==> src/rtl/egpio_pkg.sv <==
// Purpose: constants and types shared by the 8-bit general-purpose port
// Assumes: byte-addressed register port, 50 MHz system clock
// Notes: drive codes are {high select bit, low select bit}
package egpio_pkg;
   localparam int PIN_COUNT = 8;
   localparam int ADDR_W = 16;
   localparam int DATA_W = 16;
   localparam int BYTE_W = 8;
   localparam int SYNC_STAGES = 2;
   localparam int CLK_PERIOD_NS = 20;

   localparam logic [15:0] ADDR_PIN_LEVEL = 16'hF252;
   localparam logic [15:0] ADDR_PIN_DIRECTION = 16'hF253;
   localparam logic [15:0] ADDR_DRIVE_SELECT_LOW = 16'hF254;
   localparam logic [15:0] ADDR_DRIVE_SELECT_HIGH = 16'hF255;
   localparam logic [15:0] ADDR_PAD_ENABLE_STATE = 16'hF25A;
   localparam logic [15:0] ADDR_PAD_PULL_UP_STATE = 16'hF25B;
   localparam logic [15:0] ADDR_PAD_PULL_DOWN_STATE = 16'hF25C;

   localparam logic [7:0] RST_PIN_LEVEL = 8'h00;
   localparam logic [7:0] RST_PIN_DIRECTION = 8'h00;
   localparam logic [7:0] RST_DRIVE_SELECT_LOW = 8'h00;
   localparam logic [7:0] RST_DRIVE_SELECT_HIGH = 8'h00;
   localparam logic [7:0] BYTE_ZERO = 8'h00;
   localparam logic [15:0] WORD_ZERO = 16'h0000;

   localparam logic DIR_OUTPUT = 1'b0;
   localparam logic DIR_INPUT = 1'b1;
   localparam logic LEVEL_LOW = 1'b0;
   localparam logic LEVEL_HIGH = 1'b1;

   // output mode codes
   localparam logic [1:0] DRV_HIZ = 2'h0;
   localparam logic [1:0] DRV_PCH_OPEN = 2'h1;
   localparam logic [1:0] DRV_NCH_OPEN = 2'h2;
   localparam logic [1:0] DRV_PUSH_PULL = 2'h3;
   // input mode codes
   localparam logic [1:0] IN_HIZ = 2'h0;
   localparam logic [1:0] IN_PULL_DOWN = 2'h1;
   localparam logic [1:0] IN_PULL_UP = 2'h2;
   localparam logic [1:0] IN_HIZ_ALT = 2'h3;

   typedef logic [BYTE_W-1:0] egpio_byte_t;
endpackage

==> src/rtl/egpio_pad_if.sv <==
// Purpose: carries per-pin configuration to the pad cells and pad state back
// Assumes: one bit per pin in every vector
// Notes: regs side owns configuration, pad side owns pad controls
`timescale 1ns/10ps
`default_nettype none
interface egpio_pad_if #(
   parameter int PINS = 8
);
   logic [PINS-1:0] level;
   logic [PINS-1:0] dir;
   logic [PINS-1:0] code_lo;
   logic [PINS-1:0] code_hi;
   logic [PINS-1:0] pad_out;
   logic [PINS-1:0] pad_oe;
   logic [PINS-1:0] pull_up;
   logic [PINS-1:0] pull_down;

   modport regs (
      output level,
      output dir,
      output code_lo,
      output code_hi,
      input pad_out,
      input pad_oe,
      input pull_up,
      input pull_down
   );

   modport pad (
      input level,
      input dir,
      input code_lo,
      input code_hi,
      output pad_out,
      output pad_oe,
      output pull_up,
      output pull_down
   );
endinterface
`default_nettype wire

==> src/rtl/egpio_port.sv <==
// Purpose: register-controlled 8-bit general-purpose port, top level
// Assumes: pad_in is asynchronous, bus strobes are one cycle and exclusive
// Notes: read data appear the cycle after the read strobe, zero otherwise
//
// Contract
// - an output-mode pin drives its stored pin-level bit in push-pull, one level in open-drain, none in float.
// - written pin-level value reads back unchanged in output mode.
// - an input-mode pin reads back its present pin level.
// - pin-level bit n belongs to pin n, bit 7 highest.
// - level bit 0 means low, 1 means high, for output and input.
// - direction bit n: 0 makes pin n output, 1 input.
// - direction register holds eight read-write bits, 7 down to 0.
// - direction clears to zero at reset, all pins outputs.
// - pin-level register is 8-bit read-write, clears to zero at reset.
// - low and high drive-select bit n form pin n's two-bit code.
// - drive code meaning depends on the pin's direction bit.
// - low drive-select accepts byte and word access; word covers high too.
// - high drive-select is 8-bit read-write, zero at reset; pins float.
// - output codes: 00 float, 01 p-open-drain, 10 n-open-drain, 11 push-pull.
// - input codes: 00 float, 01 pull-down, 10 pull-up, 11 float.
`timescale 1ns/10ps
`default_nettype none
module egpio_port #(
   parameter int PINS = egpio_pkg::PIN_COUNT
) (
   input wire logic clk,
   input wire logic sys_rst,
   input wire logic [egpio_pkg::ADDR_W-1:0] bus_addr,
   input wire logic [egpio_pkg::DATA_W-1:0] bus_wdata,
   input wire logic bus_wr,
   input wire logic bus_rd,
   input wire logic bus_word,
   output logic [egpio_pkg::DATA_W-1:0] bus_rdata,
   input wire logic [PINS-1:0] pad_in,
   output logic [PINS-1:0] pad_out,
   output logic [PINS-1:0] pad_oe,
   output logic [PINS-1:0] pad_pull_up,
   output logic [PINS-1:0] pad_pull_down
);
   egpio_pad_if #(.PINS(PINS)) pads ();

   // configuration registers
   logic [PINS-1:0] pin_level_q;
   logic [PINS-1:0] pin_level_d;
   logic [PINS-1:0] pin_direction_q;
   logic [PINS-1:0] pin_direction_d;
   logic [PINS-1:0] drive_select_low_q;
   logic [PINS-1:0] drive_select_low_d;
   logic [PINS-1:0] drive_select_high_q;
   logic [PINS-1:0] drive_select_high_d;
   logic [egpio_pkg::DATA_W-1:0] rdata_q;
   logic [egpio_pkg::DATA_W-1:0] rdata_d;

   // address decode
   wire logic hit_level;
   wire logic hit_direction;
   wire logic hit_drive_low;
   wire logic hit_drive_high;
   wire logic hit_oe_state;
   wire logic hit_pu_state;
   wire logic hit_pd_state;
   wire logic word_drive;
   wire logic wr_level;
   wire logic wr_direction;
   wire logic wr_drive_low;
   wire logic wr_drive_high;

   // byte lanes and read views
   wire logic [PINS-1:0] low_lane;
   wire logic [PINS-1:0] high_lane;
   wire logic [PINS-1:0] pin_sync;
   wire logic [PINS-1:0] level_view;
   wire logic [PINS-1:0] byte_view;
   wire logic [egpio_pkg::DATA_W-1:0] read_word;
   wire logic any_hit;

   assign hit_level = (bus_addr == egpio_pkg::ADDR_PIN_LEVEL);
   assign hit_direction = (bus_addr == egpio_pkg::ADDR_PIN_DIRECTION);
   assign hit_drive_low = (bus_addr == egpio_pkg::ADDR_DRIVE_SELECT_LOW);
   assign hit_drive_high = (bus_addr == egpio_pkg::ADDR_DRIVE_SELECT_HIGH);
   assign hit_oe_state = (bus_addr == egpio_pkg::ADDR_PAD_ENABLE_STATE);
   assign hit_pu_state = (bus_addr == egpio_pkg::ADDR_PAD_PULL_UP_STATE);
   assign hit_pd_state = (bus_addr == egpio_pkg::ADDR_PAD_PULL_DOWN_STATE);
   assign any_hit = hit_level || hit_direction || hit_drive_low || hit_drive_high ||
                    hit_oe_state || hit_pu_state || hit_pd_state;

   // only the low drive-select address takes a word; elsewhere a word acts as a byte
   assign word_drive = bus_word && hit_drive_low;

   assign low_lane = bus_wdata[PINS-1:0];
   assign high_lane = bus_wdata[egpio_pkg::BYTE_W+PINS-1:egpio_pkg::BYTE_W];

   assign wr_level = bus_wr && hit_level;
   assign wr_direction = bus_wr && hit_direction;
   assign wr_drive_low = bus_wr && hit_drive_low;
   assign wr_drive_high = bus_wr && (hit_drive_high || word_drive);

   // stored level updates regardless of direction, so it is ready when the pin turns output
   assign pin_level_d = wr_level ? low_lane : pin_level_q;
   assign pin_direction_d = wr_direction ? low_lane : pin_direction_q;
   assign drive_select_low_d = wr_drive_low ? low_lane : drive_select_low_q;
   assign drive_select_high_d = !wr_drive_high ? drive_select_high_q :
                                word_drive ? high_lane : low_lane;

   always_ff @(posedge clk) begin
      if (sys_rst) begin
         pin_level_q <= egpio_pkg::RST_PIN_LEVEL[PINS-1:0];
         pin_direction_q <= egpio_pkg::RST_PIN_DIRECTION[PINS-1:0];
         drive_select_low_q <= egpio_pkg::RST_DRIVE_SELECT_LOW[PINS-1:0];
         drive_select_high_q <= egpio_pkg::RST_DRIVE_SELECT_HIGH[PINS-1:0];
      end else begin
         pin_level_q <= pin_level_d;
         pin_direction_q <= pin_direction_d;
         drive_select_low_q <= drive_select_low_d;
         drive_select_high_q <= drive_select_high_d;
      end
   end

   // metastability guard: the pins are not tied to this clock
   egpio_sync #(.WIDTH(PINS)) u_sync (
      .clk(clk),
      .sys_rst(sys_rst),
      .async_in(pad_in),
      .sync_out(pin_sync)
   );

   // per-bit view: input pins show the pin, output pins show the stored bit
   genvar gi;
   generate
      for (gi = 0; gi < PINS; gi++) begin : g_view
         assign level_view[gi] = (pin_direction_q[gi] == egpio_pkg::DIR_INPUT) ?
                                 pin_sync[gi] : pin_level_q[gi];
      end
   endgenerate

   assign byte_view = hit_level ? level_view :
                      hit_direction ? pin_direction_q :
                      hit_drive_low ? drive_select_low_q :
                      hit_drive_high ? drive_select_high_q :
                      hit_oe_state ? pads.pad_oe :
                      hit_pu_state ? pads.pull_up :
                      hit_pd_state ? pads.pull_down :
                      '0;

   // unmapped addresses read zero
   assign read_word = !any_hit ? egpio_pkg::WORD_ZERO :
                      word_drive ? {{(egpio_pkg::BYTE_W-PINS){1'b0}}, drive_select_high_q,
                                    {(egpio_pkg::BYTE_W-PINS){1'b0}}, drive_select_low_q} :
                      {egpio_pkg::BYTE_ZERO, {(egpio_pkg::BYTE_W-PINS){1'b0}}, byte_view};

   assign rdata_d = bus_rd ? read_word : egpio_pkg::WORD_ZERO;

   always_ff @(posedge clk) begin
      if (sys_rst) begin
         rdata_q <= egpio_pkg::WORD_ZERO;
      end else begin
         rdata_q <= rdata_d;
      end
   end

   assign pads.level = pin_level_q;
   assign pads.dir = pin_direction_q;
   assign pads.code_lo = drive_select_low_q;
   assign pads.code_hi = drive_select_high_q;

   generate
      for (gi = 0; gi < PINS; gi++) begin : g_pad
         egpio_pad_cell #(.PIN(gi)) u_cell (
            .clk(clk),
            .sys_rst(sys_rst),
            .pads(pads.pad)
         );
      end
   endgenerate

   // pad controls are flops inside the cells
   assign pad_out = pads.pad_out;
   assign pad_oe = pads.pad_oe;
   assign pad_pull_up = pads.pull_up;
   assign pad_pull_down = pads.pull_down;
   assign bus_rdata = rdata_q;
endmodule
`default_nettype wire

==> src/rtl/egpio_sync.sv <==
// Purpose: two-stage synchroniser for asynchronous pin levels
// Assumes: inputs may change at any time
// Notes: first stage feeds only the second stage
`timescale 1ns/10ps
`default_nettype none
module egpio_sync #(
   parameter int WIDTH = 8
) (
   input wire logic clk,
   input wire logic sys_rst,
   input wire logic [WIDTH-1:0] async_in,
   output logic [WIDTH-1:0] sync_out
);
   logic [WIDTH-1:0] meta_q;
   logic [WIDTH-1:0] sync_q;

   always_ff @(posedge clk) begin
      if (sys_rst) begin
         meta_q <= '0;
         sync_q <= '0;
      end else begin
         meta_q <= async_in;
         sync_q <= meta_q;
      end
   end

   assign sync_out = sync_q;
endmodule
`default_nettype wire

==> src/rtl/egpio_pad_cell.sv <==
// Purpose: turns one pin's level, direction and drive code into pad controls
// Assumes: pad controls are registered, so they follow config by one clock
// Notes: open-drain modes drive only one level and float the other
`timescale 1ns/10ps
`default_nettype none
module egpio_pad_cell #(
   parameter int PIN = 0
) (
   input wire logic clk,
   input wire logic sys_rst,
   egpio_pad_if.pad pads
);
   wire logic [1:0] code;
   wire logic is_out;
   wire logic lvl;
   wire logic oe_d;
   wire logic out_d;
   wire logic pu_d;
   wire logic pd_d;
   logic oe_q;
   logic out_q;
   logic pu_q;
   logic pd_q;

   assign code = {pads.code_hi[PIN], pads.code_lo[PIN]};
   assign is_out = (pads.dir[PIN] == egpio_pkg::DIR_OUTPUT);
   assign lvl = pads.level[PIN];

   // open drain: p-channel only sources high, n-channel only sinks low
   assign oe_d = is_out &&
                 ((code == egpio_pkg::DRV_PUSH_PULL) ||
                  ((code == egpio_pkg::DRV_PCH_OPEN) && (lvl == egpio_pkg::LEVEL_HIGH)) ||
                  ((code == egpio_pkg::DRV_NCH_OPEN) && (lvl == egpio_pkg::LEVEL_LOW)));
   // high only while driven, so an n-channel pin never shows a level it cannot source
   assign out_d = oe_d && lvl;
   assign pu_d = !is_out && (code == egpio_pkg::IN_PULL_UP);
   assign pd_d = !is_out && (code == egpio_pkg::IN_PULL_DOWN);

   always_ff @(posedge clk) begin
      if (sys_rst) begin
         oe_q <= 1'b0;
         out_q <= 1'b0;
         pu_q <= 1'b0;
         pd_q <= 1'b0;
      end else begin
         oe_q <= oe_d;
         out_q <= out_d;
         pu_q <= pu_d;
         pd_q <= pd_d;
      end
   end

   assign pads.pad_oe[PIN] = oe_q;
   assign pads.pad_out[PIN] = out_q;
   assign pads.pull_up[PIN] = pu_q;
   assign pads.pull_down[PIN] = pd_q;
endmodule
`default_nettype wire

==> config.mk <==
export PLATFORM = sky130hd
export DESIGN_NAME = egpio_port
export DESIGN_NICKNAME = d
export VERILOG_FILES = /design/src/rtl/egpio_pkg.sv /design/src/rtl/egpio_pad_if.sv /design/src/rtl/egpio_port.sv /design/src/rtl/egpio_sync.sv /design/src/rtl/egpio_pad_cell.sv
export SDC_FILE = /design/constraint.sdc
export NUM_CORES = 1
export LEC_CHECK = 0
export ABC_AREA = 1
export BUFFER_PORTS_ARGS = -buffer_cell sky130_fd_sc_hd__buf_2
export CAP_MARGIN = 5
export CORE_ASPECT_RATIO = 0.5
export CORE_UTILIZATION = 33
export DETAILED_ROUTE_END_ITERATION = 10
export GPL_ROUTABILITY_DRIVEN = 0
export SETUP_SLACK_MARGIN = 0.5
export SYNTH_ARGS = -nofsm -noshare
export SYNTH_HDL_FRONTEND = slang
export SYNTH_SLANG_ARGS = --single-unit
==> constraint.sdc <==
create_clock -name clk -period 1.6 [get_ports clk]
set_input_delay 0.08 -clock clk [delete_from_list [all_inputs] [get_ports clk]]
set_output_delay 0.08 -clock clk [all_outputs]
set_load 0.01 [all_outputs]
==> flow_metrics.tcl, run 1 <==
set metrics [dict create \
    slew_headroom_pct 65.5 \
    ant_nets 0 \
    syn_avg_cell_area_um2 7.30 \
    hold_violations 0 \
    yosysSeqAreaShare_pct 42.3 \
    worst_ep_required_time_ns 1.89 \
    synth_top_family_by_area "simple AND/OR/NAND/NOR gates" \
    first_global_vias 3835 \
    crit_type "input pin to register" \
    wl_met1_um 6730 \
    path_max_fanout 5 \
    routedWlPerCell_um 15.0 \
    dieArea_mm2 0.0143 \
    final_cell_area_mm2 0.00621 \
    first_pass_iters 5 \
    min_to "bus_rdata[6]" \
    fin_crit_sh_pct 72.3 \
    fmax_mhz 864 \
    cts_tree "done" \
    cp_slowest_stage_delay_ns 0.20 \
    min_path_cells 3 \
    gr-total-overflow 0 \
    antenna_cells 0 \
    drive_gt1_share_pct 34.7 \
    route.met3.wl_um 1090 \
    maxCapViolations 0 \
    wirelength_um 13500 \
    crit_path_end_kind "register" \
    ios 93 \
    die_w_um 168 \
    syn_inst 622 \
    power.density_mw_per_mm2 837 \
    syn_nets 667 \
    r2r-start "drive_select_low_q[1]" \
    yosys-mux-area-fraction_pct 0 \
    fin_nets 771 \
    worstRegToRegCells 2 \
    grt_pass1_wl_um 20200 \
    area_growth_pct 36.6 \
    crit_family "simple AND/OR/NAND/NOR gates" \
    p_leak_uw 0.00287 \
    cp.depth 11 \
    die_h_um 85.0 \
    min-delay-path-class "input pin to register" \
    r2r_slack_ns 0.45 \
    port_buffers 92 \
    detail_route.iter0.violations 367 \
    start_kind "input pin" \
    wl_met2_um 5560 \
    synth_cell_type_count 33 \
    grtUsageTotal_pct 18.3 \
    final.min_clock_period_ns 1.16 \
    worst_slew_pin_slew_ns 0.517 \
    finalClockSkew_ns 0.00799 \
    htree_num_levels 3 \
    yosys.area_share.simple_pct 29.3 \
    cts_root_buffer "clkbuf_16" \
    crit_chain "buf_6 -> nor2_4 -> nand2_2 -> nor2_4 -> clkbuf_16 -> o211ai_1 -> nand3_2 -> nand3_4 -> nor2_1 -> nand2_1 -> nand2_1" \
    hpwl_um 9480 \
    synth-compound-area-share_pct 12.0 \
    finalMaxSlewViolations 0 \
    holdCritStartpoint "bus_rd" \
    status "completed" \
    yosysWarningCount 0 \
    synth_xor_area_share_pct 0 \
    grt_max_degree 38 \
    critPathArrivalTime_ns 1.44 \
    antenna_found_initial 0 \
    viasPerCell 4.76 \
    fin_setup_tns_ns 0 \
    cts_inserted_buffers 9 \
    cts.sinks 96 \
    worstReg2RegEnd "g_pad[1].u_cell.pd_q" \
    core_mm2 0.0130 \
    rsz0062_at_grt "true" \
    drc 0 \
    clkLatencyLatePin_ns 0.34 \
    vias 4288 \
    highest_layer "met4" \
    synth_seq_cells 96 \
    ir_drop_mv 0.537 \
    placementRows 29 \
    clkTransAtPathRegs_ns 0.07 \
    initial_core_util_pct 34.9 \
    crit_slowest_cell "nor2_4" \
    syn-cell-area_mm2 0.00454 \
    placed_cell_area_mm2 0.00515 \
    setup_violations 0 \
    synth-adder-area-share_pct 0 \
    path_buf_inv 2 \
    cts_max_path_buffers 2 \
]
## Yosys cell counts (all sizes together)
cell / count / area [µm²]
nand2: 112 / 445
nor2: 107 / 442
inv: 102 / 383
dfxtp: 96 / 1920
buf: 41 / 319
nand3: 33 / 210
a211oi: 28 / 215
o21ai: 26 / 134
nor3: 21 / 105
a21oi: 15 / 93.9
nand4: 11 / 68.8
clkbuf: 8 / 30.0
o211ai: 7 / 52.6
nand3b: 6 / 45.0
o211a: 5 / 50.1
clkinv: 2 / 13.8
and2: 1 / 6.26
nor3b: 1 / 7.51
## metal layers
metal  vias up  GRT usage [%]
met1      1954           27.5
met2       169           25.7
met5         -              0
met4         0           4.25
li1       2154              -
met3        11           4.52
## state kept, by name, indices dropped and copies added, names as in the netlist
signal and cells:
drive_select_low_q 8, drive_select_high_q 8, g_pad.u_cell.pd_q 8, g_pad.u_cell.out_q 8, pads.level 8, pads.dir 8, u_sync.meta_q 8, bus_rdata 16
g_pad.u_cell.pu_q 8, u_sync.sync_out 8, g_pad.u_cell.oe_q 8
## through the flow
step	util (%)	std cells	power [µW]	setup slack [ns]	hold WS (ns)
after CTS	43.9	885	5200	0.502	0.0357
after floorplan	-	622	2570	0.416	0.187
final	47.6	901	5200	0.443	0.0274
after global placement	39.6	857	2680	0.0622	0.289
after detailed placement	39.6	857	2680	0.0369	0.289
after global routing	47.6	901	5350	0.402	0.0351
## tightest hold or removal path: stages
cell and delay, ns:
buf_2 0.11, nand3_2 0.09, nor2_1 0.04
## cell families (layout without fill, tap and decap cells)
| family | Yosys count | count (layout) |
|---|---|---|
| and+or+nand+nor | 292 | 293 |
| buffers and inverters | 153 | 261 |
| DFF | 96 | 96 |
| AOI/OAI and AO/OA | 81 | 81 |
## worst max path at each step
| stage | start | endpoint | slack [ns] |
|---|---|---|---|
| finish | bus_addr[8] | bus_rdata[0] | 0.44 |
| global route | bus_addr[8] | bus_rdata[2] | 0.40 |
| CTS | bus_addr[11] | drive_select_high_q[5] | 0.50 |
| detailed placement | bus_addr[9] | bus_rdata[5] | 0.04 |
| global placement | bus_addr[9] | bus_rdata[5] | 0.06 |
| floorplan | bus_addr[9] | drive_select_high_q[4] | 0.42 |
## power by group
part / total, µW / internal [µW] / switching (µW)
logic: 274 / 117 / 157
clock network: 2510 / 1580 / 929
registers: 2420 / 2410 / 8.31
## repair_timing
item	4_1_cts	5_1_grt
cloned	1	6
hold endpoints to repair	8	0
hold buffers	8	0
gates resized for setup	16	95
setup endpoints to repair	33	32
setup buffers	3	10
pin swaps	4	41
## cell type report
type / instances / area [µm²]
inverter: 104 / 413
multi-input combinational: 374 / 2220
timing repair buffer: 141 / 1080
fill: 1254 / 6820
clock buffer: 10 / 239
sequential: 96 / 1930
tap: 170 / 213
clock inverter: 6 / 113
## cells in the final DEF (no fill, tap or decap), drive strengths merged, types with 7 or more instances in the layout
master / n
buf: 129
nand2: 113
nor2: 107
inv: 106
dfxtp: 96
nand3: 33
a211oi: 28
o21ai: 26
nor3: 21
a21oi: 15
clkbuf: 14
nand4: 11
dlygate4sd3: 8
o211ai: 7
No activity file was read; power rests on OpenSTA's default activity.
==> inputs of run 2 (changes only) <==
--- a/config.mk
+++ b/config.mk
@@ -5,7 +5,7 @@
 export SDC_FILE = /design/constraint.sdc
 export NUM_CORES = 1
 export LEC_CHECK = 0
-export ABC_AREA = 1
+export ABC_AREA = 0
 export BUFFER_PORTS_ARGS = -buffer_cell sky130_fd_sc_hd__buf_2
 export CAP_MARGIN = 5
 export CORE_ASPECT_RATIO = 0.5
==> constraint.sdc (replaced) <==
create_clock -name clk -period 1 [get_ports clk]
set_input_delay 0.05 -clock clk [delete_from_list [all_inputs] [get_ports clk]]
set_output_delay 0.05 -clock clk [all_outputs]
set_load 0.01 [all_outputs]
==> run 2 against run 1 <==
The run now ends with hold timing, setup timing left. Global-route usage rose by 0.98 points. Setup slack worse by 1.0 ns. First-iteration DRC count is 45% lower. Critical path type is now register to register. Largest power group is now sequential cells.
==> flow_metrics.tcl, run 2 <==
set metrics [dict create \
    area_growth_pct 66.3 \
    grtUsageTotal_pct 19.3 \
    finalClockSkew_ns 0.00453 \
    synth_top_family_by_area "simple AND/OR/NAND/NOR gates" \
    synth_most_common_cell "dfxtp_1" \
    synthFlopType "dfxtp_1" \
    crit_path_end_kind "register" \
    wirelength_um 12900 \
    critPathArrivalTime_ns 1.81 \
    port_buffers 92 \
    antenna_found_initial 0 \
    synth_edf_count 0 \
    p_comb_share_pct 6.3 \
    drive_gt1_share_pct 66.7 \
    intPower_uw 6200 \
    synth_xor_area_share_pct 0 \
    dieArea_mm2 0.0133 \
    num-fill-cells 1019 \
    r2r-start "g_pad[3].u_cell.oe_q" \
    die_h_um 81.9 \
    yosys-mux-area-fraction_pct 10.2 \
    syn_inst 440 \
    detail_route.iter0.violations 203 \
    power_switching_share_pct 22.0 \
    worstRegToRegCells 6 \
    synth-adder-area-share_pct 0 \
    endpoint "bus_rdata[3]" \
    grt_pass1_wl_um 19000 \
    syn_avg_cell_area_um2 9.58 \
    fin_nets 626 \
    fmax_mhz 638 \
    p_clk_share_pct 45.9 \
    synth_area_leaders "dfxtp_1 46%, mux2i_1 9.5%, buf_4 5.9%, a21oi_1 3.3%, nor4bb_1 3.3%" \
    ant_nets 0 \
    synth_seq_cells 96 \
    yosysWarningCount 0 \
    vias 3762 \
    r2r_slack_ns -0.57 \
    power.net_switching_uw 1750 \
    first_pass_iters 4 \
    seqPwrFrac_pct 47.8 \
    crit_start "g_pad[3].u_cell.oe_q" \
    largest_reg_flops 16 \
    finalMaxSlewViolations 0 \
    final.min_clock_period_ns 1.57 \
    syn-cell-area_mm2 0.00421 \
    fin_crit_sh_pct 157 \
    synth_cell_type_count 47 \
    cts_inserted_buffers 9 \
    core_mm2 0.0121 \
    syn_nets 485 \
    yosysSeqAreaShare_pct 45.6 \
    worstReg2RegEnd "bus_rdata[3]" \
    cts_max_path_buffers 2 \
    grt_max_degree 49 \
    postSynth.asyncResetShare_pct 0 \
    synthDominantCellAreaShare_pct 45.6 \
    violations "hold timing, setup timing" \
    layout_commonest_cell "buf_6" \
    path_max_fanout 2 \
    start_kind "register" \
    cts_tree "done" \
    min-delay-path-class "input pin to register" \
    crit_type "register to register" \
    postLayoutSetupSlackWorst_ns -0.567 \
    setup_violations 50 \
    placementRows 28 \
    p_leak_uw 0.00282 \
    rsz0062_at_grt "true" \
    viasPerCell 5.02 \
    cts_root_buffer "clkbuf_16" \
    power.density_mw_per_mm2 1130 \
    hold_ws_ns -0.0921 \
    worst_ep_required_time_ns 1.24 \
    ios 93 \
    yosys.area_share.simple_pct 22.2 \
    clkLatencyLatePin_ns 0.35 \
    die_w_um 162 \
    first_global_vias 3536 \
    htree_num_levels 3 \
    routedWlPerCell_um 17.2 \
    yosys-top-cells-count "96 x dfxtp_1, 40 x mux2i_1, 37 x nor2_1" \
    placed_cell_area_mm2 0.00539 \
    gr-total-overflow 0 \
    final_cell_mix "87 x buf_6, 55 x buf_2, 39 x dfxtp_2" \
    hold_violations 12 \
    status "finished with violations" \
    final_cell_area_mm2 0.00701 \
    worst_slew_pin_slew_ns 0.281 \
    clkTransAtPathRegs_ns 0.06 \
    maxCapViolations 0 \
    finalPower_uw 7940 \
    hpwl_um 8300 \
    synth_largest_area_cell "dfxtp_1" \
    antenna_cells 0 \
    ir_drop_mv 0.772 \
    slew_headroom_pct 80.7 \
    synth-compound-area-share_pct 12.5 \
    initial_core_util_pct 34.8 \
    drc 0 \
    cts.sinks 96 \
]
## run 2: changes by cell type after synthesis, moves of 10 or more
cell      delta
inv_1       -89
nand2_1     -75
nor2_1      -60
mux2i_1     +40
nand3_1     -26
nor2b_1     +22
o21ai_0     -17
a21oi_1     +16
a211oi_1    -15
nor4bb_1    +14
and3_1      +12
nor3_1      -11
clkbuf_1    +10
nand4_1     -10
## run 2: cell families after synthesis
logic type | count (synthesis)
AND/OR/NAND/NOR | 157
flip-flops | 96
AO/OA/AOI/OAI | 78
buffers and inverters | 67
multiplexers | 42
## run 2: how the worst min path moves through the flow
stage | start | end | slack [ns] | cells after the start
after floorplan | bus_wdata[2] | pads.dir[2] | 0.18 | 2
after global placement | pad_in[6] | u_sync.meta_q[6] | 0.26 | 2
after detailed placement | pad_in[0] | u_sync.meta_q[0] | 0.27 | 2
after CTS | pad_in[0] | u_sync.meta_q[0] | -0.1 | 2
after global routing | pad_in[4] | u_sync.meta_q[4] | -0.09 | 2
final | pad_in[0] | u_sync.meta_q[0] | -0.09 | 2
## run 2: per-stage QoR
| stage | TNS [ns] | setup WS (ns) | util (%) | cells |
|---|---|---|---|---|
| floorplan | -15.65 | -0.491 | - | 440 |
| global placement | -25.69 | -0.653 | 44.5 | 715 |
| detailed placement | -26.68 | -0.670 | 44.5 | 715 |
| CTS | -9.43 | -0.584 | 52.4 | 737 |
| global route | -12.79 | -0.626 | 57.8 | 750 |
| finish | -10.19 | -0.567 | 57.8 | 750 |
## run 2: area by class of cell
type	count	area [µm²]	share of cell area [%]
multi-input combinational	277	2600	37.1
sequential	96	2060	29.5
timing repair buffer	189	1780	25.4
clock buffer	10	229	3.27
tap	165	206	2.95
clock inverter	5	82.6	1.18
inverter	8	40.0	0.571
## run 2: worst max-delay path: stages (launching register included)
cell and delay (ns):
dfxtp_2 0.32, mux2_4 0.26, and3_1 0.17, a211o_1 0.25
a221oi_2 0.21, nor2_1 0.06, a22o_1 0.19
## run 2: metal layers
layer / vias up / wire length (µm) / track usage (%)
met1: 1802 / 6010 / 25.9
met2: 120 / 5950 / 29.5
li1: 1813 / - / -
met4: 0 / 308 / 7.64
met5: - / 0 / 0
met3: 27 / 654 / 4.95
## run 2: power by group through the flow
stage | clock, µW | sequential, µW | combinational [µW]
2_1_floorplan | 0 | 3940 | 220
5_1_grt | 3840 | 3790 | 532
6_report | 3650 | 3790 | 501
4_1_cts | 3700 | 3820 | 430
3_3_place_gp | 0 | 3940 | 395
3_5_place_dp | 0 | 3940 | 398
## run 2: what timing repair did
action	in CTS	in global routing
setup endpoints to repair	140	136
cloned	2	0
pin swaps	26	59
gates resized for setup	154	126
buffers inserted	5	13
hold endpoints to repair	18	14
==> inputs of run 3 (changes only) <==
--- a/config.mk
+++ b/config.mk
@@ -12,6 +12,7 @@
 export CORE_UTILIZATION = 33
 export DETAILED_ROUTE_END_ITERATION = 10
 export GPL_ROUTABILITY_DRIVEN = 0
+export PLACE_DENSITY_LB_ADDON = 0.08
 export SETUP_SLACK_MARGIN = 0.5
 export SYNTH_ARGS = -nofsm -noshare
 export SYNTH_HDL_FRONTEND = slang
==> run 3 against run 2 <==
The flow still finishes with violations (hold timing, setup timing). Clock skew is 0.0023 ns lower. Sequential power hardly changed. Via count is 3.3% lower. Register-to-register slack worse by 0.02 ns. Worst hold slack worse by 0.0017 ns. First-iteration DRC count is 14% lower. Clock power is 4% higher. Combinational power is 6.8% lower. Critical path depth stayed put. Critical path type unchanged. Largest power group unchanged. Highest routed layer unchanged.
==> flow_metrics.tcl, run 3 (synthesis gave the netlist of run 2 again) <==
set metrics [dict create \
    cts_max_path_buffers 2 \
    intPower_uw 6280 \
    viasPerCell 4.81 \
    hold_violations 16 \
    cts_inserted_buffers 9 \
    postLayoutSetupSlackWorst_ns -0.585 \
    die_w_um 162 \
    clkLatencyLatePin_ns 0.35 \
    p_leak_uw 0.00284 \
    gr-total-overflow 0 \
    worst_slew_pin_slew_ns 0.350 \
    drc 0 \
    hold_ws_ns -0.0938 \
    status "finished with violations" \
    first_pass_iters 4 \
    drive_gt1_share_pct 65.5 \
    pre_cts_slack_ns -0.670 \
    placed_cell_area_mm2 0.00544 \
    finalClockSkew_ns 0.00224 \
    final_cell_mix "96 x buf_6, 55 x dfxtp_2, 47 x buf_2" \
    placementRows 28 \
    finalPower_uw 8060 \
    crit_type "register to register" \
    hpwl_um 8740 \
    p_comb_share_pct 5.8 \
    maxCapViolations 0 \
    seqPwrFrac_pct 47.3 \
    vias 3637 \
    dieArea_mm2 0.0133 \
    cp_slowest_stage_delay_ns 0.33 \
    htree_num_levels 3 \
    crit_slowest_cell "dfxtp_2" \
    wirelength_um 13100 \
    final.min_clock_period_ns 1.58 \
    ios 93 \
    first_global_vias 3512 \
    detail_route.iter0.violations 175 \
    fin_util_pct 58.2 \
    clkTransAtPathRegs_ns 0.06 \
    critPathArrivalTime_ns 1.83 \
    grt_pass1_wl_um 19800 \
    layout_commonest_cell "buf_6" \
    crit_path_end_kind "register" \
    num-fill-cells 1087 \
    cts_root_buffer "clkbuf_16" \
    worst_ep_required_time_ns 1.24 \
    area_growth_pct 67.4 \
    power_switching_share_pct 22.1 \
    final_cell_area_mm2 0.00705 \
    fmax_mhz 631 \
    multi_input_area_mm2 0.00251 \
    final-seq-area_mm2 0.00205 \
    setup_violations 51 \
    antenna_found_initial 0 \
    core_mm2 0.0121 \
    routedWlPerCell_um 17.3 \
    power.density_mw_per_mm2 1140 \
    initial_core_util_pct 34.8 \
    ir_drop_mv 0.660 \
    largest_reg_flops 16 \
    ant_nets 0 \
    violations "hold timing, setup timing" \
    cts.sinks 96 \
    die_h_um 81.9 \
    power.net_switching_uw 1780 \
    antenna_cells 0 \
    grt_max_degree 49 \
    fin_crit_sh_pct 158 \
    crit_chain "mux2_4 -> and3_4 -> a211o_1 -> a221oi_2 -> nor2_1 -> a22o_1" \
    finalMaxSlewViolations 0 \
    p_clk_share_pct 46.9 \
    grtUsageTotal_pct 20.3 \
    min-delay-path-class "input pin to register" \
    path_max_fanout 2 \
    start_kind "register" \
    cts_tree "done" \
    port_buffers 92 \
    slew_headroom_pct 76.6 \
    fin_nets 631 \
    rsz0062_at_grt "true" \
]
==> run 3: final timing paths <==
kind                                           start                 end  slack (ns)  cells after the start
worst min register to register      u_sync.meta_q[1]  u_sync.sync_out[1]        0.44                      1
worst max register to register  g_pad[2].u_cell.oe_q        bus_rdata[2]       -0.58                      6
worst min-delay path                       pad_in[3]    u_sync.meta_q[3]       -0.09                      2
worst max-delay path            g_pad[2].u_cell.oe_q        bus_rdata[2]       -0.58                      6
==> run 3: power by group through the flow <==
stage                     clock (µW)  combinational, µW  sequential (µW)
after floorplan                    0                220             3940
after detailed placement           0                394             3940
final                           3780                467             3810
after global routing            4050                505             3810
after CTS                       3850                435             3820
after global placement             0                393             3940
==> run 3: timing repair <==
item | in CTS | in global routing
pin swaps | 45 | 35
buffers inserted | 13 | 5
endpoints found under the hold margin | 20 | 16
resized for setup | 181 | 82
cloned | 3 | 0
endpoints found under the setup margin | 136 | 136
==> run 3: metrics by stage <==
step | setup TNS [ns] | hold WS (ns) | instances
3_3_place_gp | -26.60 | 0.258 | 719
2_1_floorplan | -15.65 | 0.176 | 440
6_report | -10.36 | -0.0938 | 756
5_1_grt | -13.35 | -0.0973 | 756
4_1_cts | -9.62 | -0.103 | 751
3_5_place_dp | -26.55 | 0.264 | 719
==> run 3: final cells by class <==
class                   count  share of cell area, %
clock buffers              10                   3.39
flip-flops and latches     96                   29.1
clock inverters             6                   1.28
inverters                   8                  0.532
repair buffers            194                   27.1
multi-input cells         277                   35.7
well taps                 165                   2.93
==> run 3: worst max-delay path, delay by kind of cell (launching register included) <==
| kind | cells | cell delay [ns] |
|---|---|---|
| AOI/OAI and AO/OA | 3 | 0.63 |
| DFF | 1 | 0.33 |
| muxes | 1 | 0.26 |
| and+or+nand+nor | 2 | 0.24 |
==> run 3: layer usage <==
metal	vias to the layer above	track usage [%]	routed length, µm
met5	-	0	0
met4	0	5.85	127
met3	12	4.75	602
met2	72	30.5	5670
met1	1745	28.7	6680
li1	1808	-	-
